==> src/logic/phy_view_pkg.sv <==
// Constants, field layouts and state type of the PHY register view
package phy_view_pkg;

  // Register indices; byte address on the bus is four times the index
  localparam logic [5:0] IDX_P2_BASIC_CTRL   = 6'h00;
  localparam logic [5:0] IDX_P1_ID_UPPER     = 6'h06;
  localparam logic [5:0] IDX_P1_ADVERTISE    = 6'h08;
  localparam logic [5:0] IDX_P1_PARTNER      = 6'h0A;
  localparam logic [5:0] IDX_P1_PORT_CTRL    = 6'h10;
  localparam logic [5:0] IDX_P1_PORT_STATUS  = 6'h12;
  localparam logic [5:0] IDX_P2_PORT_CTRL    = 6'h14;
  localparam logic [5:0] IDX_P2_PORT_STATUS  = 6'h16;

  // Low fields fixed by the standard view
  localparam logic [4:0]  ADV_SELECTOR       = 5'h01;
  localparam logic [4:0]  PARTNER_LOW        = 5'h01;

  // Basic control field positions (standard view)
  localparam int unsigned BC_LOOPBACK        = 14;
  localparam int unsigned BC_SPEED_100       = 13;
  localparam int unsigned BC_AN_ENABLE       = 12;
  localparam int unsigned BC_POWER_DOWN      = 11;
  localparam int unsigned BC_AN_RESTART      = 9;
  localparam int unsigned BC_FULL_DUPLEX     = 8;
  localparam int unsigned BC_XOVER_ALG       = 5;
  localparam int unsigned BC_FORCE_MDIX      = 4;
  localparam int unsigned BC_DISABLE_MDIX    = 3;
  localparam int unsigned BC_TX_DISABLE      = 1;
  localparam int unsigned BC_LED_DISABLE     = 0;

  // Writable bits of the basic control view and their reset value
  localparam logic [15:0] BC_WRITE_MASK      = 16'h7B3F;
  localparam logic [15:0] BC_RESET           = 16'h1020;

  // Alias map: standard-view bit and port 2 control bank bit, pairwise
  localparam int unsigned ALIAS_COUNT        = 11;
  localparam int unsigned ALIAS_STD [ALIAS_COUNT] =
    '{14, 13, 12, 11, 9, 8, 4, 3, 2, 1, 0};
  localparam int unsigned ALIAS_BANK [ALIAS_COUNT] =
    '{8, 6, 7, 11, 13, 5, 9, 10, 12, 14, 15};
  // Crossover algorithm bit position in the port 2 status bank
  localparam int unsigned P2_STATUS_XOVER    = 15;
  localparam int unsigned P2_BANK_RESTART    = 13;

  // Advertisement storage {pause, 100F, 100H, 10F, 10H}, all set at reset
  localparam logic [4:0]  ADV_RESET          = 5'h1F;
  localparam logic [4:0]  PARTNER_RESET      = 5'h00;
  localparam logic [15:0] RDATA_RESET        = 16'h0000;

  typedef struct packed {
    logic        waitreq;
    logic [15:0] rdata;
    logic [4:0]  adv;
    logic        adv_rsvd9;
    logic [4:0]  partner;
    logic [15:0] ctrl;
    logic        restart;
  } state_t;

  localparam state_t STATE_RESET = '{
    waitreq:   1'b1,
    rdata:     RDATA_RESET,
    adv:       ADV_RESET,
    adv_rsvd9: 1'b0,
    partner:   PARTNER_RESET,
    ctrl:      BC_RESET,
    restart:   1'b0
  };

endpackage

==> src/logic/phy_mii_register_view.sv <==
// PHY management register view with aliased port control/status storage
//
// Decided for this implementation: the Avalon-MM register port.
`timescale 1ns/100ps
module phy_mii_register_view
  import phy_view_pkg::*;
#(
  // Arbitrary neutral identifier value
  parameter logic [15:0] ID_UPPER = 16'h5A3C
) (
  input  wire logic        clk,
  input  wire logic        reset,
  input  wire logic [7:0]  address,
  input  wire logic        read,
  input  wire logic        write,
  input  wire logic [31:0] writedata,
  input  wire logic [3:0]  byteenable,
  output logic      [31:0] readdata,
  output logic             waitrequest,
  input  wire logic [4:0]  port1_partner_ability_in,
  output logic      [4:0]  port1_advertise,
  output logic             port2_far_loopback,
  output logic             port2_speed_100,
  output logic             port2_an_enable,
  output logic             port2_power_down,
  output logic             port2_an_restart,
  output logic             port2_full_duplex,
  output logic             crossover_algorithm_select,
  output logic             port2_force_mdix,
  output logic             port2_disable_auto_mdix,
  output logic             port2_tx_disable,
  output logic             port_led_disable
);

  ////////////////////////////////////////////////////////////////////////////
  // State

  state_t      q;
  state_t      d;
  logic [5:0]  idx;
  logic [15:0] lane_mask;
  logic [15:0] view;
  logic [15:0] image;

  assign idx       = address[7:2];
  assign lane_mask = {{8{byteenable[1]}}, {8{byteenable[0]}}};

  ////////////////////////////////////////////////////////////////////////////
  // Alias mapping between basic control layout and port 2 control bank

  function automatic logic [15:0] to_bank(input logic [15:0] ctrl);
    logic [15:0] bank;
    bank = 16'h0000;
    for (int i = 0; i < ALIAS_COUNT; i++) begin
      bank[ALIAS_BANK[i]] = ctrl[ALIAS_STD[i]];
    end
    return bank;
  endfunction

  function automatic logic [15:0] from_bank(input logic [15:0] bank,
                                            input logic [15:0] ctrl);
    logic [15:0] res;
    res = ctrl;
    for (int i = 0; i < ALIAS_COUNT; i++) begin
      res[ALIAS_STD[i]] = bank[ALIAS_BANK[i]];
    end
    return res;
  endfunction

  ////////////////////////////////////////////////////////////////////////////
  // Read views, all but the identifier (a parameter) built from the one set of storage bits

  always_comb begin
    if (idx == IDX_P2_BASIC_CTRL) begin
      view = q.ctrl & BC_WRITE_MASK;
    end else if (idx == IDX_P1_ID_UPPER) begin
      view = ID_UPPER;
    end else if (idx == IDX_P1_ADVERTISE) begin
      view = {5'h00, q.adv[4], q.adv_rsvd9, q.adv[3:0],
              ADV_SELECTOR};
    end else if (idx == IDX_P1_PARTNER) begin
      view = {5'h00, q.partner[4], 1'b0, q.partner[3:0],
              PARTNER_LOW};
    end else if (idx == IDX_P1_PORT_CTRL) begin
      view = {11'h000, q.adv};
    end else if (idx == IDX_P1_PORT_STATUS) begin
      view = {11'h000, q.partner};
    end else if (idx == IDX_P2_PORT_CTRL) begin
      view = to_bank(q.ctrl);
    end else if (idx == IDX_P2_PORT_STATUS) begin
      view = 16'h0000;
      view[P2_STATUS_XOVER] = q.ctrl[BC_XOVER_ALG];
    end else begin
      view = 16'h0000;
    end
  end

  // Byte lanes not enabled keep what the view already holds
  assign image = (view & ~lane_mask) | (writedata[15:0] & lane_mask);

  ////////////////////////////////////////////////////////////////////////////
  // Next state: two-cycle handshake, write lands on the acknowledge edge

  always_comb begin
    d         = q;
    d.waitreq = 1'b1;
    d.restart = 1'b0;
    // Partner abilities follow the PHY every cycle
    d.partner = port1_partner_ability_in;
    if (q.waitreq) begin
      if (read || write) begin
        // Read data is captured a cycle early so it can come from a flop
        d.waitreq = 1'b0;
        d.rdata   = view;
      end
    end else if (write) begin
      if (idx == IDX_P2_BASIC_CTRL) begin
        d.ctrl    = image & BC_WRITE_MASK;
        d.restart = writedata[BC_AN_RESTART]
                    & lane_mask[BC_AN_RESTART];
      end else if (idx == IDX_P1_ADVERTISE) begin
        d.adv       = {image[10], image[8:5]};
        d.adv_rsvd9 = image[9];
      end else if (idx == IDX_P1_PORT_CTRL) begin
        d.adv = image[4:0];
      end else if (idx == IDX_P2_PORT_CTRL) begin
        d.ctrl    = from_bank(image, q.ctrl) & BC_WRITE_MASK;
        d.restart = writedata[P2_BANK_RESTART]
                    & lane_mask[P2_BANK_RESTART];
      end else if (idx == IDX_P2_PORT_STATUS) begin
        d.ctrl[BC_XOVER_ALG] = image[P2_STATUS_XOVER];
      end
      // Identifier, partner, port 1 status and unmapped words drop the write
    end
  end

  always_ff @(posedge clk) begin
    if (reset) begin
      q <= STATE_RESET;
    end else begin
      q <= d;
    end
  end

  ////////////////////////////////////////////////////////////////////////////
  // Outputs, all straight from state

  assign readdata                   = {16'h0000, q.rdata};
  assign waitrequest                = q.waitreq;
  assign port1_advertise            = q.adv;
  assign port2_far_loopback         = q.ctrl[BC_LOOPBACK];
  assign port2_speed_100            = q.ctrl[BC_SPEED_100];
  assign port2_an_enable            = q.ctrl[BC_AN_ENABLE];
  assign port2_full_duplex          = q.ctrl[BC_FULL_DUPLEX];
  assign port2_power_down           = q.ctrl[BC_POWER_DOWN];
  assign port2_an_restart           = q.restart;
  assign crossover_algorithm_select = q.ctrl[BC_XOVER_ALG];
  assign port2_force_mdix           = q.ctrl[BC_FORCE_MDIX];
  assign port2_disable_auto_mdix    = q.ctrl[BC_DISABLE_MDIX];
  assign port2_tx_disable           = q.ctrl[BC_TX_DISABLE];
  assign port_led_disable           = q.ctrl[BC_LED_DISABLE];

endmodule

==> config.mk <==
export PLATFORM = sky130hd
export DESIGN_NAME = phy_mii_register_view
export DESIGN_NICKNAME = d
export VERILOG_FILES = /design/src/logic/phy_view_pkg.sv /design/src/logic/phy_mii_register_view.sv
export SDC_FILE = /design/constraint.sdc
export NUM_CORES = 1
export LEC_CHECK = 0
export BUFFER_PORTS_ARGS = -buffer_cell sky130_fd_sc_hd__buf_2
export CAP_MARGIN = 20
export CORE_UTILIZATION = 50
export CTS_CLUSTER_DIAMETER = 80
export DETAILED_ROUTE_END_ITERATION = 6
export PLACE_DENSITY = 0.81
export SYNTH_ARGS = -nofsm -noshare
export SYNTH_HDL_FRONTEND = slang
export SYNTH_SLANG_ARGS = --single-unit
==> constraint.sdc <==
create_clock -name clk -period 2.9 [get_ports clk]
set_input_delay 0.435 -clock clk [delete_from_list [all_inputs] [get_ports clk]]
set_output_delay 0.435 -clock clk [all_outputs]
set_load 0.05 [all_outputs]
Word level (Yosys, flattened, before mapping) --
Cells that the tools add are included.
Cells by class: equal/unequal tests 10, mux-type cells 18, bitwise operators 9, reductions and logical operators 12
Operators with widths (number):
- $mux 16 | 11
- $and 16x16->16 | 2
- $eq 6x5->1 const B | 4
- $mux 17 | 1
- $not 16->16 | 1
- $or 16x16->16 | 1
- $eq 6x4->1 const B | 2
- $mux 5 | 2
- $mux 9 | 1
- $reduce_and 4->1 | 2
- $eq 6x3->1 const B | 1
- $logic_not 6->1 | 1
- $mux 6 | 1
- $ne 2x2->1 const B | 3
- $reduce_and 6->1 | 1
- $reduce_bool 2->1 | 3
- $reduce_and 5->1 | 1
- $not 1->1 | 3
- $reduce_or 3->1 | 1
- $and 1x1->1 | 2
- $mux 1 | 2
- $reduce_and 2->1 | 1
- $reduce_or 2->1 | 1
- $logic_or 1x1->1 | 1
Storage, ports and cells: register bits after elaboration 44, logic and storage cells 57

Depth between registers and ports, before layout --
word-level depth 16, gate-level depth with buffers 7, mapped depth without buffers 5

Worst setup path before layout --
Ideal clock, no wire load.
kind in2reg, start point input address[6], end point register q, in the netlist port1_advertise[2], setup time 0.149 ns, arrival time 2.046 ns, slack 0.705 ns, stages 5, buffers on the path 0, cells stage by stage or4b_2 nor3_4 mux2_2 a31oi_1 o311ai_0
On the way: cells in the longest elaborated chain, start to end 12, elaborated cells between the ends (all ways) 21, classes of those cells eq/ne (6); mux (9); bitwise (3); reduce/logical (3)
Ends and longest elaborated chain:
- start: declaration | RTL line phy_mii_register_view.sv:13 | input wire logic [7:0] address,
- $eq 6x5->1 | RTL line phy_mii_register_view.sv:88 | end else if (idx == IDX_P2_PORT_CTRL) begin
- $mux 16 | RTL line phy_mii_register_view.sv:88
- $mux 16 | RTL line phy_mii_register_view.sv:86 | end else if (idx == IDX_P1_PORT_STATUS) begin
- $mux 16 | RTL line phy_mii_register_view.sv:84 | end else if (idx == IDX_P1_PORT_CTRL) begin
- $mux 16 | RTL line phy_mii_register_view.sv:81 | end else if (idx == IDX_P1_PARTNER) begin
- $mux 16 | RTL line phy_mii_register_view.sv:78 | end else if (idx == IDX_P1_ADVERTISE) begin
- $mux 16 | RTL line phy_mii_register_view.sv:76 | end else if (idx == IDX_P1_ID_UPPER) begin
- $mux 16 | RTL line phy_mii_register_view.sv:74 | if (idx == IDX_P2_BASIC_CTRL) begin
- $and 16x16->16 | RTL line phy_mii_register_view.sv:99 | assign image = (view & ~lane_mask) | (writedata[15:0] & lane_mask);
- $or 16x16->16 | RTL line phy_mii_register_view.sv:99
- $mux 5 | RTL line phy_mii_register_view.sv:124 | end else if (idx == IDX_P1_PORT_CTRL) begin
- $mux 5 | RTL line phy_mii_register_view.sv:121 | end else if (idx == IDX_P1_ADVERTISE) begin
- end signal: assignment | RTL line phy_mii_register_view.sv:139 | q <= STATE_RESET;
- end signal: assignment | RTL line phy_mii_register_view.sv:141 | q <= d;
- end: declaration | RTL line phy_mii_register_view.sv:38 | state_t q;
Parallel ways exist; a longest one is shown, timed or not. The select of a mux whose other input is x is not followed. A chain may end at the register's enable or synchronous reset.

Final worst setup path --
start point input address[5], end point register q, in the netlist port1_advertise[2]
Same word-level chain as after synthesis.

==> results_dict.tcl <==
set metrics [dict create \
    status "finished, final reports clean" \
    slew_headroom_pct 50.10 \
    endpoint_kind "flip-flop" \
    clk_path_buf_depth 2 \
    drive_above_1_share_pct 24.81 \
    antenna_found_initial 0 \
    ir_drop_v 0.0003001 \
    placed_cells 453 \
    cts_sinks 41 \
    setup_slack_ns 0.5855 \
    vias_per_cell 6.141 \
    min_period_over_period_pct 79.81 \
    arrival_ns 2.45 \
    cts_tree "yes" \
    drt-pass1-iter-count 5 \
    clkTransAtPathRegs_ns 0.07 \
    fill_cells 527 \
    grt.total_usage_pct 27.81 \
    post_drt_wl_per_cell_um 17.48 \
    synth_area_mm2 0.002800 \
    grt_pass1_vias 2525 \
    numCtsBuffers 5 \
    rsz0062_at_grt "false" \
    syn_to_final_growth_pct 9.339 \
    async_flop_share_pct 0 \
    place.gp.congestion 0.9674 \
    power_leakage_nw 1.251 \
    grt.overflow.total 0 \
    synth_seq_cells 41 \
    avgSynthCellArea_um2 7.910 \
    antenna_cells 0 \
    slowest_delay_ns 0.69 \
    max_freq_mhz 432.1 \
    hold_viol 0 \
    rrSetupSlack_ns 1.12 \
    critPathKind "input pin to flip-flop" \
    rows 26 \
    nets 443 \
    cts-root-buf "clkbuf_8" \
    final_cells 461 \
    cap_violations 0 \
    cts_hold_buf 0 \
    clock_latency_ns 0.30 \
    setup_viol 0 \
    drt-initial-drc-count 416 \
    die_w_um 76.84 \
    crit_chain "buf_2, or4b_2, nor3_4, mux2_2, a31oi_1, o311ai_0" \
    crit_slowest_cell "or4b_2" \
    ios 102 \
    hold_ws_ns 0.3467 \
    post_cts_buffers 0 \
    cts_resized 0 \
    finalClockSkew_ns 0.01003 \
    synth_seq_area_share_pct 29.31 \
    synth_flop_cell "dfxtp_1" \
    fp.coreArea_mm2 0.005238 \
    startpoint_type "input pin" \
    grt_first_pass_wirelength_mm 12.94 \
    wl_met1_mm 3.630 \
    wl_mm 8.057 \
    route.vias.total 2831 \
    postLayoutCellArea_mm2 0.003062 \
    tightest_slew_ns 0.7382 \
    dpl-instance-area_mm2 0.002965 \
    synthDistinctLibCells 61 \
    place_hpwl_mm 5.961 \
    portBuffers 65 \
    top_layer_used "met4" \
    fp.dieH_um 76.84 \
    drc 0 \
    dpl_worst_slack_ns 0.3455 \
    wl_met3_um 659 \
    min_path_type "input pin to flip-flop" \
    start_util_pct 53.46 \
    ys_warn_count 0 \
    synth_edf_count 0 \
    path_max_fanout 14 \
    slew_viol_final 0 \
    synthCells 354 \
    grt_max_degree 26 \
    htree_levels 2 \
    tns_ns 0 \
    die_area_mm2 0.005904 \
    ant_nets 0 \
    period_minus_slack_ns 2.315 \
    wl_met2_mm 3.689 \
    critPathRequiredTime_ns 3.04 \
    p_per_area_mw_per_mm2 413.0 \
]
registers in the layout, summed over array words and instances (netlist names):
register / cells
port1_advertise: 5
port2_an_restart: 1
port2_far_loopback: 1
port2_tx_disable: 1
port2_an_enable: 1
port2_full_duplex: 1
q: 8
port2_power_down: 1
readdata: 16
waitrequest: 1
port2_force_mdix: 1
port2_disable_auto_mdix: 1
port_led_disable: 1
port2_speed_100: 1
crossover_algorithm_select: 1
power breakdown:
part / internal [mW] / switching (mW)
clock: 0.193 / 0.209
combinational: 0.0749 / 0.200
sequential: 0.578 / 0.00946
total: 0.846 / 0.419
stage by stage:
| stage | utilization, % | total power, mW |
|---|---|---|
| after CTS | 58.46 | 1.261 |
| after global routing | 58.46 | 1.315 |
| after detailed placement | 56.62 | 0.8711 |
| final | 58.46 | 1.264 |
| after floorplan | - | 0.8309 |
| after global placement | 56.62 | 0.8684 |
synthesized netlist by cell type, types with 6 or more instances:
cell type / n / area [um2]
dfxtp_1: 41 / 820.8
nand2b_1: 12 / 75.07
clkbuf_1: 16 / 60.06
nor2b_1: 11 / 68.82
nor2_1: 28 / 105.1
nand3_1: 20 / 100.1
a311oi_1: 7 / 61.31
nand2_1: 21 / 78.83
a21oi_1: 17 / 85.08
buf_4: 39 / 292.8
nor3_1: 15 / 75.07
a31oi_1: 9 / 56.30
inv_1: 6 / 22.52
and2_1: 6 / 37.54
o21ai_0: 12 / 60.06
per-layer routing:
layer / track usage, % / vias up
met5: 0 / -
met1: 39.02 / 1346
met3: 5.000 / 11
met4: 6.154 / 0
li1: - / 1328
met2: 44.02 / 146
cells in the final DEF, fill, tap and decap left out, types with 12 or more instances in the layout:
| master | netlist | layout |
|---|---|---|
| nand2_1 | 21 | 21 |
| nand3_1 | 20 | 20 |
| nor3_1 | 15 | 15 |
| nand2b_1 | 12 | 12 |
| a21oi_1 | 17 | 17 |
| buf_2 | 4 | 65 |
| o21ai_0 | 12 | 12 |
| dfxtp_1 | 41 | 41 |
| conb_1 | 1 | 16 |
| nor2_1 | 28 | 28 |
worst max-delay path, delay by kind of cell:
kind / cells / cell delay (ns)
and+or+nand+nor: 2 / 1.09
AOI/OAI and AO/OA: 2 / 0.29
muxes: 1 / 0.40
buffers and inverters: 1 / 0.23
logic make-up after synthesis:
kind of cell | synth area share [%]
simple gates | 26.94
buf+inv | 15.06
mux | 2.726
compound gates | 24.89
flops | 29.31
xor+xnor | 0.9385
other cells | 0.1339
layout make-up:
class	instances	area, um2	share of cell area, %
well taps	70	87.58	2.861
multi-input cells	260	1614	52.72
clock buffers	6	82.58	2.697
flip-flops and latches	41	820.8	26.81
clock inverters	2	13.76	0.4495
inverters	6	22.52	0.7356
repair buffers	76	420.4	13.73
worst paths after layout:
check,cells past startpoint,start,to
worst max register to register,4,waitrequest,port2_tx_disable
worst min-delay path,2,port1_partner_ability_in[4],q[21]
worst min register to register,2,readdata[9],readdata[9]
worst max-delay path,6,address[5],port1_advertise[2]
No activity file was read; power rests on OpenSTA's default activity.
